**src/common/i2c_master_consts.vh**
```
// What this block does
// RL1 - Write-complete sets after address or byte
// RL2 - Writing one clears status flags
// RL3 - Clock-hold flag and its clearing accesses
// RL4 - Read-only bit holds last slave ack
// RL5 - Arbitration lost on high bit, NACK, start
// RL6 - Software checks arbitration, then writes address
// RL7 - Illegal start or stop sets bus error
// RL8 - Bus error needs enable and fast clock
// RL9 - Bus state unknown after reset, disable
// RL10 - Writing one forces bus state idle
// RL11 - Baud field sets SCL high/low time
// RL12 - Address write while unknown: error, done
// RL13 - Address write: wait idle, start, send
// RL14 - Owned bus: repeated start, ack first
// RL15 - Address bit 0 selects read direction
// RL16 - Address write clears all master flags
// RL17 - Address read has no side effect
// RL18 - Data register is shift register, guarded
// RL19 - Data write sends byte, samples ack
// RL20 - Lost arbitration: clock remaining bits as ones
// RL21 - Data read: ack, one byte, read-complete
// RL22 - Data read with action clears interrupt flags
// RL23 - Ack-action is plain control bit
// RL24 - Read-complete only on clean, acked read
`ifndef I2C_MASTER_CONSTS_VH
`define I2C_MASTER_CONSTS_VH

// ------------------------------------------------------------
// Register offsets
// ------------------------------------------------------------
`define OFS_MASTER_CONTROL_A 4'h3
`define OFS_MASTER_CONTROL_B 4'h4
`define OFS_MASTER_STATUS 4'h5
`define OFS_MASTER_BAUD_RATE 4'h6
`define OFS_MASTER_ADDRESS 4'h7
`define OFS_MASTER_DATA_SHIFT 4'h8
`define OFS_SLAVE_CONTROL_A 4'h9

// ------------------------------------------------------------
// Field positions and values
// ------------------------------------------------------------
`define BIT_READ_FLAG 7
`define BIT_WRITE_FLAG 6
`define BIT_STRETCH_FLAG 5
`define BIT_RX_ACK 4
`define BIT_ARB_LOST 3
`define BIT_BUS_ERROR 2
`define BIT_ENABLE 0
`define BIT_ACK_ACTION 2
`define BUS_UNKNOWN 2'h0
`define BUS_IDLE 2'h1
`define BUS_OWNER 2'h2
`define BUS_BUSY 2'h3
`define CMD_NONE 2'h0
`define CMD_REPSTART 2'h1
`define CMD_RECV 2'h2
`define CMD_STOP 2'h3
`define RESET_BYTE 8'h00

`endif

```
**src/logic/i2c_master_status_data_path.v**
```verilog
`timescale 1ns/10ps
`default_nettype none
`include "i2c_master_consts.vh"

module i2c_master_status_data_path (
  // Clock and reset
  input wire core_clk,
  input wire reset,
  // Register port
  input wire [3:0] regAddr,
  input wire [7:0] regWrData,
  input wire regWrite,
  input wire regRead,
  output reg [7:0] regRdData,
  // Bus pins
  input wire sclIn,
  output wire sclOut,
  output wire sclOe,
  input wire sdaIn,
  output wire sdaOut,
  output wire sdaOe
);

// ------------------------------------------------------------
// Pin synchronisers and bus condition detection
// ------------------------------------------------------------
reg [1:0] sclSync_r;
reg [1:0] sdaSync_r;
reg sclPrev_r;
reg sdaPrev_r;
always @(posedge core_clk) begin
  if (reset) begin
    sclSync_r <= 2'h3;
    sdaSync_r <= 2'h3;
    sclPrev_r <= 1'b1;
    sdaPrev_r <= 1'b1;
  end else begin
    sclSync_r <= {sclSync_r[0], sclIn};
    sdaSync_r <= {sdaSync_r[0], sdaIn};
    sclPrev_r <= sclSync_r[1];
    sdaPrev_r <= sdaSync_r[1];
  end
end
wire scl = sclSync_r[1];
wire sda = sdaSync_r[1];
wire startSeen = scl && sclPrev_r && sdaPrev_r && !sda;
wire stopSeen = scl && sclPrev_r && !sdaPrev_r && sda;

// ------------------------------------------------------------
// Registers
// ------------------------------------------------------------
reg [7:0] controlA_r;
reg ackAction_r;
reg [7:0] baud_r;
reg [7:0] address_r;
reg [7:0] shift_r;
reg [7:0] slaveCtrlA_r;
reg readFlag_r;
reg writeFlag_r;
reg stretch_r;
reg received_ack_bit_r;
reg arbitration_lost_flag_r;
reg bus_error_flag_r;
reg [1:0] bus_state_field_r;
reg enPrev_r;
wire enable = controlA_r[`BIT_ENABLE];

// Access decode
wire wrStatus = regWrite && regAddr == `OFS_MASTER_STATUS;
wire wrAddr = regWrite && regAddr == `OFS_MASTER_ADDRESS;
wire wrData = regWrite && regAddr == `OFS_MASTER_DATA_SHIFT;
wire rdData = regRead && regAddr == `OFS_MASTER_DATA_SHIFT;
wire wrCtrlB = regWrite && regAddr == `OFS_MASTER_CONTROL_B;
wire validCmd = wrCtrlB && regWrData[1:0] != `CMD_NONE;

// ------------------------------------------------------------
// Engine states
// ------------------------------------------------------------
localparam ST_IDLE = 8'h01;
localparam ST_WAIT = 8'h02;
localparam ST_START = 8'h04;
localparam ST_BITLO = 8'h08;
localparam ST_BITHI = 8'h10;
localparam ST_HOLD = 8'h20;
localparam ST_STOP = 8'h40;
localparam ST_ACKO = 8'h80;
reg [7:0] state_r;
reg [3:0] bitCnt_r;
reg [7:0] divCnt_r;
reg rxMode_r;
reg lastWasRead_r;
reg lostInOp_r;
reg errInOp_r;
reg nextRead_r;
reg nextStart_r;
reg nextStop_r;
reg phase_r;
reg sclDrv_r;
reg sdaDrv_r;
// RL11 baud timing
wire tick = divCnt_r == 8'h00;
// Start that this master drives itself, not a foreign one
wire ownStart = startSeen && sdaDrv_r && !sclDrv_r;

// Byte shifting
wire shifting = state_r == ST_BITLO || state_r == ST_BITHI || state_r == ST_START || state_r == ST_ACKO;
wire bitOut = rxMode_r ? 1'b1 : (bitCnt_r == 4'h8 ? 1'b1 : shift_r[7]);
// Receive ends after eight bits, the acknowledge waits for software
wire lastBit = rxMode_r ? bitCnt_r == 4'h7 : bitCnt_r == 4'h8;

// ------------------------------------------------------------
// Bus state tracker
// ------------------------------------------------------------
always @(posedge core_clk) begin
  if (reset) begin
    bus_state_field_r <= `BUS_UNKNOWN;
    enPrev_r <= 1'b0;
  end else begin
    enPrev_r <= enable;
    // RL9 unknown on disable
    if (!enable || !enPrev_r)
      bus_state_field_r <= `BUS_UNKNOWN;
    // RL10 force idle
    else if (wrStatus && regWrData[1:0] == `BUS_IDLE)
      bus_state_field_r <= `BUS_IDLE;
    else if (stopSeen)
      bus_state_field_r <= `BUS_IDLE;
    else if (startSeen)
      bus_state_field_r <= ownStart ? `BUS_OWNER : `BUS_BUSY;
    else if (state_r == ST_STOP && phase_r && !sclDrv_r && tick)
      bus_state_field_r <= `BUS_IDLE;
  end
end

// ------------------------------------------------------------
// Master engine and status flags
// ------------------------------------------------------------
always @(posedge core_clk) begin
  if (reset) begin
    state_r <= ST_IDLE;
    bitCnt_r <= 4'h0;
    divCnt_r <= 8'h00;
    rxMode_r <= 1'b0;
    lastWasRead_r <= 1'b0;
    lostInOp_r <= 1'b0;
    errInOp_r <= 1'b0;
    nextRead_r <= 1'b0;
    nextStart_r <= 1'b0;
    nextStop_r <= 1'b0;
    phase_r <= 1'b0;
    sclDrv_r <= 1'b0;
    sdaDrv_r <= 1'b0;
    shift_r <= `RESET_BYTE;
    readFlag_r <= 1'b0;
    writeFlag_r <= 1'b0;
    stretch_r <= 1'b0;
    received_ack_bit_r <= 1'b0;
    arbitration_lost_flag_r <= 1'b0;
    bus_error_flag_r <= 1'b0;
  end else begin
    divCnt_r <= tick ? baud_r : divCnt_r - 8'h01;
    // RL2 write-one clears
    if (wrStatus) begin
      if (regWrData[`BIT_READ_FLAG]) readFlag_r <= 1'b0;
      if (regWrData[`BIT_WRITE_FLAG]) writeFlag_r <= 1'b0;
      if (regWrData[`BIT_STRETCH_FLAG]) stretch_r <= 1'b0;
      if (regWrData[`BIT_ARB_LOST]) arbitration_lost_flag_r <= 1'b0;
      if (regWrData[`BIT_BUS_ERROR]) bus_error_flag_r <= 1'b0;
    end
    // RL3 access clears hold
    if (wrAddr || wrData || rdData || validCmd) begin
      stretch_r <= 1'b0;
      readFlag_r <= 1'b0;
      writeFlag_r <= 1'b0;
    end
    // RL16 address clears all
    if (wrAddr || validCmd) begin
      arbitration_lost_flag_r <= 1'b0;
      bus_error_flag_r <= 1'b0;
    end
    // RL7 protocol violation
    // RL8 only while enabled
    if (enable && bus_state_field_r != `BUS_UNKNOWN && (startSeen || stopSeen) && !ownStart &&
        (shifting && state_r != ST_START || state_r == ST_START && stopSeen)) begin
      bus_error_flag_r <= 1'b1;
      errInOp_r <= 1'b1;
    end
    case (state_r)
      ST_IDLE, ST_HOLD: begin
        if (wrAddr) begin
          lostInOp_r <= 1'b0;
          errInOp_r <= 1'b0;
          nextRead_r <= regWrData[0];
          // RL12 unknown bus
          if (bus_state_field_r == `BUS_UNKNOWN || !enable) begin
            writeFlag_r <= 1'b1;
            bus_error_flag_r <= 1'b1;
            state_r <= ST_IDLE;
          // RL14 repeated start
          end else if (bus_state_field_r == `BUS_OWNER) begin
            shift_r <= regWrData;
            nextStart_r <= 1'b1;
            state_r <= lastWasRead_r ? ST_ACKO : ST_START;
            phase_r <= 1'b0;
          // RL13 wait for idle
          end else begin
            shift_r <= regWrData;
            state_r <= ST_WAIT;
          end
        // RL18 data write only while holding
        end else if (wrData && state_r == ST_HOLD) begin
          // RL19 byte write
          shift_r <= regWrData;
          rxMode_r <= 1'b0;
          lastWasRead_r <= 1'b0;
          bitCnt_r <= 4'h0;
          phase_r <= 1'b0;
          state_r <= ST_BITLO;
        // RL21 read with ack first
        // RL22 read clears flags
        end else if (rdData && state_r == ST_HOLD && lastWasRead_r) begin
          nextStart_r <= 1'b0;
          nextStop_r <= 1'b0;
          state_r <= ST_ACKO;
          phase_r <= 1'b0;
        end else if (validCmd && state_r == ST_HOLD) begin
          nextStart_r <= regWrData[1:0] == `CMD_REPSTART;
          nextStop_r <= regWrData[1:0] == `CMD_STOP;
          state_r <= lastWasRead_r ? ST_ACKO : (regWrData[1:0] == `CMD_STOP ? ST_STOP : ST_HOLD);
          phase_r <= 1'b0;
        end
      end
      ST_WAIT: begin
        if (bus_state_field_r == `BUS_IDLE) begin
          state_r <= ST_START;
          phase_r <= 1'b0;
        end
      end
      ST_ACKO: begin
        // Send pending acknowledge action as one extra bit
        if (tick) begin
          phase_r <= !phase_r;
          if (!phase_r) begin
            sclDrv_r <= 1'b1;
            sdaDrv_r <= !ackAction_r;
          end else begin
            sclDrv_r <= 1'b0;
            // RL5 lost on NACK
            if (ackAction_r && !sda) begin
              arbitration_lost_flag_r <= 1'b1;
              lostInOp_r <= 1'b1;
              writeFlag_r <= 1'b1;
              state_r <= ST_IDLE;
            end else if (nextStart_r)
              state_r <= ST_START;
            else if (nextStop_r)
              state_r <= ST_STOP;
            else begin
              rxMode_r <= 1'b1;
              bitCnt_r <= 4'h0;
              state_r <= ST_BITLO;
            end
            phase_r <= 1'b0;
          end
        end
      end
      ST_START: begin
        // Release both lines, then pull data low with clock high
        if (tick) begin
          phase_r <= !phase_r;
          if (!phase_r) begin
            sclDrv_r <= 1'b0;
            sdaDrv_r <= 1'b0;
          end else if (scl && sda) begin
            sdaDrv_r <= 1'b1;
            rxMode_r <= 1'b0;
            bitCnt_r <= 4'h0;
            nextStart_r <= 1'b0;
            state_r <= ST_BITLO;
            phase_r <= 1'b0;
          // RL5 lost during start
          end else if (!sda) begin
            arbitration_lost_flag_r <= 1'b1;
            writeFlag_r <= 1'b1;
            state_r <= ST_IDLE;
          end
        end
      end
      ST_BITLO: begin
        if (tick) begin
          sclDrv_r <= 1'b1;
          // RL20 ones after loss
          sdaDrv_r <= lostInOp_r ? 1'b0 : !bitOut;
          state_r <= ST_BITHI;
        end
      end
      ST_BITHI: begin
        if (tick && !sclDrv_r && scl) begin
          sclDrv_r <= 1'b1;
          bitCnt_r <= bitCnt_r + 4'h1;
          if (rxMode_r) shift_r <= {shift_r[6:0], sda};
          else if (bitCnt_r != 4'h8) shift_r <= {shift_r[6:0], 1'b1};
          if (lastBit) begin
            // RL4 latest ack
            if (!rxMode_r) received_ack_bit_r <= sda;
            // RL1 write complete
            if (!rxMode_r && !nextRead_r || !rxMode_r && lostInOp_r || rxMode_r && (lostInOp_r || errInOp_r))
              writeFlag_r <= 1'b1;
            // RL15 address read direction
            if (!rxMode_r && nextRead_r && !lostInOp_r && !sda) begin
              nextRead_r <= 1'b0;
              rxMode_r <= 1'b1;
              bitCnt_r <= 4'h0;
              state_r <= ST_BITLO;
            end else begin
              stretch_r <= !lostInOp_r;
              // RL24 clean read
              if (rxMode_r && !lostInOp_r && !errInOp_r)
                readFlag_r <= 1'b1;
              if (!rxMode_r && nextRead_r) begin
                writeFlag_r <= 1'b1;
                nextRead_r <= 1'b0;
              end
              lastWasRead_r <= rxMode_r;
              state_r <= lostInOp_r ? ST_IDLE : ST_HOLD;
            end
          end else begin
            // RL5 lost on high bit
            if (!rxMode_r && !lostInOp_r && bitOut && !sda) begin
              arbitration_lost_flag_r <= 1'b1;
              lostInOp_r <= 1'b1;
            end
            state_r <= ST_BITLO;
          end
        end else if (tick) begin
          sclDrv_r <= 1'b0;
        end
      end
      ST_STOP: begin
        // Clock low, data low, clock high, then data high
        if (tick) begin
          if (!phase_r) begin
            if (!sclDrv_r) begin
              sclDrv_r <= 1'b1;
            end else begin
              sdaDrv_r <= 1'b1;
              phase_r <= 1'b1;
            end
          end else if (sclDrv_r) begin
            sclDrv_r <= 1'b0;
          end else begin
            sdaDrv_r <= 1'b0;
            phase_r <= 1'b0;
            state_r <= ST_IDLE;
          end
        end
      end
      default: state_r <= ST_IDLE;
    endcase
    if (!enable) begin
      state_r <= ST_IDLE;
      sclDrv_r <= 1'b0;
      sdaDrv_r <= 1'b0;
      stretch_r <= 1'b0;
    end
  end
end
// ------------------------------------------------------------
// Control register writes
// ------------------------------------------------------------
always @(posedge core_clk) begin
  if (reset) begin
    controlA_r <= `RESET_BYTE;
    ackAction_r <= 1'b0;
    baud_r <= `RESET_BYTE;
    address_r <= `RESET_BYTE;
    slaveCtrlA_r <= `RESET_BYTE;
  end else if (regWrite) begin
    case (regAddr)
      `OFS_MASTER_CONTROL_A: controlA_r <= regWrData;
      // RL23 plain control bit
      `OFS_MASTER_CONTROL_B: ackAction_r <= regWrData[`BIT_ACK_ACTION];
      `OFS_MASTER_BAUD_RATE: baud_r <= regWrData;
      `OFS_MASTER_ADDRESS: address_r <= regWrData;
      `OFS_SLAVE_CONTROL_A: slaveCtrlA_r <= regWrData;
      default: ;
    endcase
  end
end

// ------------------------------------------------------------
// Read data, one cycle after the strobe
// ------------------------------------------------------------
always @(posedge core_clk) begin
  if (reset) begin
    regRdData <= `RESET_BYTE;
  end else if (regRead) begin
    case (regAddr)
      `OFS_MASTER_CONTROL_A: regRdData <= controlA_r;
      `OFS_MASTER_CONTROL_B: regRdData <= {5'h00, ackAction_r, 2'h0};
      `OFS_MASTER_STATUS:
        regRdData <= {readFlag_r, writeFlag_r, stretch_r, received_ack_bit_r, arbitration_lost_flag_r, bus_error_flag_r, bus_state_field_r};
      `OFS_MASTER_BAUD_RATE: regRdData <= baud_r;
      // RL17 side-effect free
      `OFS_MASTER_ADDRESS: regRdData <= address_r;
      `OFS_MASTER_DATA_SHIFT: regRdData <= shift_r;
      `OFS_SLAVE_CONTROL_A: regRdData <= slaveCtrlA_r;
      default: regRdData <= `RESET_BYTE;
    endcase
  end else begin
    regRdData <= `RESET_BYTE;
  end
end

// Open-drain pins: drive low only
assign sclOut = 1'b0;
assign sdaOut = 1'b0;
// RL3 hold clock low
assign sclOe = sclDrv_r | stretch_r;
assign sdaOe = sdaDrv_r;

endmodule // i2c_master_status_data_path
`default_nettype wire

```
**config.mk**
```make
export PLATFORM = sky130hd
export DESIGN_NAME = i2c_master_status_data_path
export DESIGN_NICKNAME = d
export VERILOG_FILES = /design/src/logic/i2c_master_status_data_path.v
export VERILOG_INCLUDE_DIRS = /design/src /design/src/common
export SDC_FILE = /design/constraint.sdc
export NUM_CORES = 1
export LEC_CHECK = 0
export ABC_CLOCK_PERIOD_IN_PS = 3500
export BUFFER_PORTS_ARGS = -buffer_cell sky130_fd_sc_hd__buf_4
export CORE_ASPECT_RATIO = 0.9
export CORE_MARGIN = 5
export CORE_UTILIZATION = 50
export CTS_BUF_LIST = sky130_fd_sc_hd__clkbuf_8
export DETAILED_ROUTE_END_ITERATION = 16
export GPL_TIMING_DRIVEN = 0
export PLACE_DENSITY = 0.67
export SLEW_MARGIN = 30
export SYNTH_ARGS = -nofsm -noshare
export SYNTH_HDL_FRONTEND = slang
export SYNTH_SLANG_ARGS = --single-unit
```
**constraint.sdc**
```tcl
create_clock -name core_clk -period 3.5 [get_ports core_clk]
set_input_delay 0.175 -clock core_clk [delete_from_list [all_inputs] [get_ports core_clk]]
set_output_delay 0.175 -clock core_clk [all_outputs]
set_load 0.05 [all_outputs]
```
Yosys cells after proc, flatten, opt, wreduce, memory -nomap -nowiden

Index checks and enable logic that the tools add are counted.
W data, S select, Z words.

Memories: 0
Output and inout bits: 12
Input bits: 18
Logic and storage cells: 402
Bits in latches: 0
Bits in writable memories: 0
Bits in registers: 94
ROM bits: 0

Div/mod/pow operators: 0
Add/sub/neg operators: 2
Reductions and logical operators: 107
Multipliers: 0
Eq/ne operators: 62
Bitwise gates (word level): 6
Mux-type cells: 192
Shifts and indexed selects: 0
Order comparisons: 0

Operators with widths:

| kind                 | count |
|---|---|
| $mux W8              | 28 |
| $mux W1              | 129 |
| $pmux W8 S7          | 2 |
| $mux W4              | 13 |
| $logic_and A1 B1 Y1  | 42 |
| $ne A2 B2 Y1 const B | 20 |
| $mux W7              | 4 |
| $reduce_and A12 Y1   | 2 |
| $reduce_and A8 Y1    | 3 |
| $eq A4 B3 Y1 const B | 5 |
| $ne A3 B3 Y1 const B | 6 |
| $pmux W1 S4          | 4 |
| $pmux W4 S4          | 1 |
| $pmux W8 S2          | 1 |
| $reduce_bool A4 Y1   | 4 |
| $logic_or A1 B1 Y1   | 14 |
| $reduce_and A14 Y1   | 1 |
| $logic_not A1 Y1     | 13 |
| $eq A4 B4 Y1 const B | 3 |
| $mux W6              | 2 |
| $ne A2 B1 Y1 const B | 6 |
| $ne A3 B2 Y1 const B | 4 |
| $reduce_and A6 Y1    | 2 |
| $reduce_bool A2 Y1   | 6 |
| other kinds (33)     | 54 |

Longest topological paths before layout

Depth after elaboration: 12
Mapped depth: 10
Depth with buffers taken out: 8

Worst setup path after synthesis

OpenSTA, ideal clock, no wires.

Kind: register to register
From: register divCnt_r[0]
To: register bitCnt_r[1]
Cell stages (with the launch flop): 10
Library setup time: 0.065 ns
Clock period less this slack: 2.537 ns
Setup slack: 0.963 ns
Data arrival time: 2.472 ns
Path buffers: 1
Path through: dfxtp_1 > inv_1 > ha_1 > or3b_2 > clkbuf_1 > nor2_1 > a22oi_1 > nor4_4 > mux2_2 > nor2_1

Word-level cells in the longest chain between the ends: 5

Ends and longest elaborated chain:

| element                               | line                              | source |
|---|---|---|
| from (decl)                           | i2c_master_status_data_path.v:89  | `reg [7:0] divCnt_r;` |
| from (signal assigned)                | i2c_master_status_data_path.v:161 | `divCnt_r <= tick ? baud_r : divCnt_r - 8'h01;` |
| $logic_not A8 Y1 *                    | i2c_master_status_data_path.v:101 | `wire tick = divCnt_r == 8'h00;` |
| $logic_and A1 B1 Y1 (2 in series)     | i2c_master_status_data_path.v:298 | `if (tick && !sclDrv_r && scl) begin` |
| $ne A2 B1 Y1 (no source line)         | --                                |  |
| $reduce_and A12 Y1 (no source line) * | --                                |  |
| to (signal assigned)                  | i2c_master_status_data_path.v:300 | `bitCnt_r <= bitCnt_r + 4'h1;` |
| to (decl)                             | i2c_master_status_data_path.v:88  | `reg [3:0] bitCnt_r;` |

Mark *: on every way between the ends. The rest lies on a longest branch, timed or not.
A chain may end at the register's enable or synchronous reset.

Final worst setup path

Ends and elaborated chain as after synthesis.

==> run metrics <==
Avg Cell Area, Syn=8.28 µm²; IO buf count=22; WS Path Type=reg2reg; Post-synth EDFFs=0; clock buffer depth=2; endpoint type of the worst setup path=register; status=finished clean; worst slew pin tran=0.964 ns; internal power=1.63 mW; vias in the first global route=4519; clk slew on worst S/H paths=0.10 ns; register bit total from synthesis=94; Clk pwr share=32.0%; critical path fanouts, max=10; layout cells sized above 1=13.0%; DRT Wirelength=15.6 mm; initial core utilization=51.6%; total power=2.40 mW; startpoint types=register; met2 usage=34.7%; Max IR drop VDD=0.000350 V; Max Slew Vio Count=0; area grow syn2layout=11.1%; die footprint=12200 µm²; Period minus WS final=3.18 ns; DRC Markers=0; Ports=30; die height=105 µm; arrival time at the worst endpoint=3.49 ns; Final Wtd Congestion=0.924; Clock Skew=0.0115 ns; CTS tree=built; Yosys warnings=0; Post-DP Area=5360 µm²; clock root cell=clkbuf_8; initial antenna violation count=0; via count of the routed design=4938; FP Rows=34; Max H-tree Level=3; Hold Path Class=in2reg; grt ovf=0; Comb pwr share=19.4%; hold path cells=3; GRT busiest layer=met1; largest net degree at the start of global routing=18; DRT Pass-1 Iters=7; Post-CTS Resized=0; total CTS buffers=9; share of the yosys chip area belonging to registers=37.4%; Hold Slack=0.0844 ns; clk sinks=94; Max Clock Freq=0.315 GHz; Crit path required time=3.82 ns; sequential share of power=48.6%; unrepaired setup endpoints after global routing=no; final antenna-violating net count=0; most common cell after layout, fill and taps aside=dfxtp_1; switching share of power=32.0%; GR Layer Usage met1=40.5%; post-synthesis cell count=607; met3 GRT Util=6.71%; DRT iter0 DRCs=453; MaxCap Viol Count=0; placed wire-length estimate=11.7 mm; Worst Reg-to-Reg Cells=9; Final Instance Area=5590 µm²; fin crit share=90.8%; per-cell routed wire length=20.1 µm; Power Density=429 nW/µm²; most frequent cells in the layout=dfxtp_1 (94), nor2_1 (70), nand2_1 (64), a21oi_1 (40), clkbuf_1 (33); worst skew pair latency=0.38 ns; core area=9740 µm²; # diodes=0; gr usage total=26.0%; library cells used by synthesis=75; Final #Nets=664; first-pass GRT wire length=24.6 mm; Die Wd=116 µm; Setup violations, final=0; TNS Setup=0 ns; Main synth FF type=dfxtp_1; DR vias/cell=6.38; Final Hold Vio Count=0; Post-Synthesis Cell Area=5030 µm²; Leak=1.99 nW; Worst slew margin=34.1%; ys async rst share=0%; Net Switching=767 µW
## flip-flops by register name, summed over array words and instances (netlist names), 2 cells and up
register / flops
address_r: 8
baud_r: 8
controlA_r: 8
divCnt_r: 8
regRdData: 8
shift_r: 8
slaveCtrlA_r: 8
state_r: 8
bitCnt_r: 4
bus_state_field_r: 2
sclSync_r: 2
sdaSync_r: 2
## kinds of logic after synthesis
family	count (synthesis)	share of synthesized area (%)
AOI/OAI and AO/OA	148	21.7
xor gates and xnor gates	6	1.05
and+or+nand+nor	265	26.8
other	1	0.0746
muxes	36	7.56
adders and majority gates	3	0.747
buffers and inverters	54	4.58
DFF	94	37.4
## stage by stage
step / setup slack (ns) / utilization, % / std cells
2_1_floorplan: 0.963 / - / 608
3_3_place_gp: 0.477 / 55.0 / 756
3_5_place_dp: 0.394 / 55.0 / 756
4_1_cts: 0.369 / 57.3 / 774
5_1_grt: 0.112 / 57.3 / 774
6_report: 0.323 / 57.3 / 774
## power groups by stage
stage | Combinational (mW) | Clock, mW | Sequential [mW]
after floorplan | 0.331 | 0 | 1.18
after global placement | 0.444 | 0 | 1.18
after detailed placement | 0.453 | 0 | 1.19
after CTS | 0.458 | 0.781 | 1.16
after global routing | 0.514 | 0.830 | 1.17
final | 0.466 | 0.767 | 1.17
## metal layers
metal,routed length [µm],up-vias
met1,7370,2350
met3,1560,31
met5,0,-
met4,308,0
li1,-,2306
met2,6310,251
## what timing repair did
item / in CTS / in global routing
buffers inserted: 0 / 0
endpoints found under the setup margin: 0 / 0
endpoints found under the hold margin: 2 / 0
hold buffers: 2 / 0
## critical path, stage by stage (launching register included)
cell and delay, ns:
dfxtp_1 0.34, inv_1 0.06, ha_1 0.19, or3b_2 0.44, clkbuf_1 0.17, nor2_1 0.65
a22oi_1 0.26, nor4_4 0.52, mux2_2 0.40, nor2_1 0.07
## path summary, 6_finish.rpt
| check | start | to | slack, ns |
|---|---|---|---|
| max | divCnt_r[0] | bitCnt_r[1] | 0.32 |
| min | regWrData[4] | address_r[4] | 0.08 |
| max reg2reg | divCnt_r[0] | bitCnt_r[1] | 0.32 |
| min reg2reg | sdaSync_r[0] | sdaSync_r[1] | 0.43 |
## final cells by class
class / instances / area [µm²]
buffer: 39 / 174
clock buffer: 9 / 124
clock inverter: 7 / 80.1
fill: 910 / 4160
inverter: 15 / 56.3
multi-input combinational: 460 / 2930
sequential: 94 / 1880
tap: 126 / 158
timing repair buffer: 24 / 185
## Yosys cell counts (9+ instances only)
| library cell | count | area [µm²] |
|---|---|---|
| mux2i_1 | 20 | 200 |
| nand2_1 | 64 | 240 |
| nor3_1 | 19 | 95.1 |
| a22o_1 | 9 | 78.8 |
| nor2b_1 | 9 | 56.3 |
| a31oi_1 | 11 | 68.8 |
| inv_1 | 15 | 56.3 |
| clkbuf_1 | 33 | 124 |
| o21ai_0 | 12 | 60.1 |
| nand3_1 | 29 | 145 |
| dfxtp_1 | 94 | 1880 |
| mux2_2 | 16 | 180 |
| nor2_1 | 71 | 267 |
| and3_1 | 9 | 56.3 |
| a21oi_1 | 40 | 200 |
(Power assumes the default switching activity.)
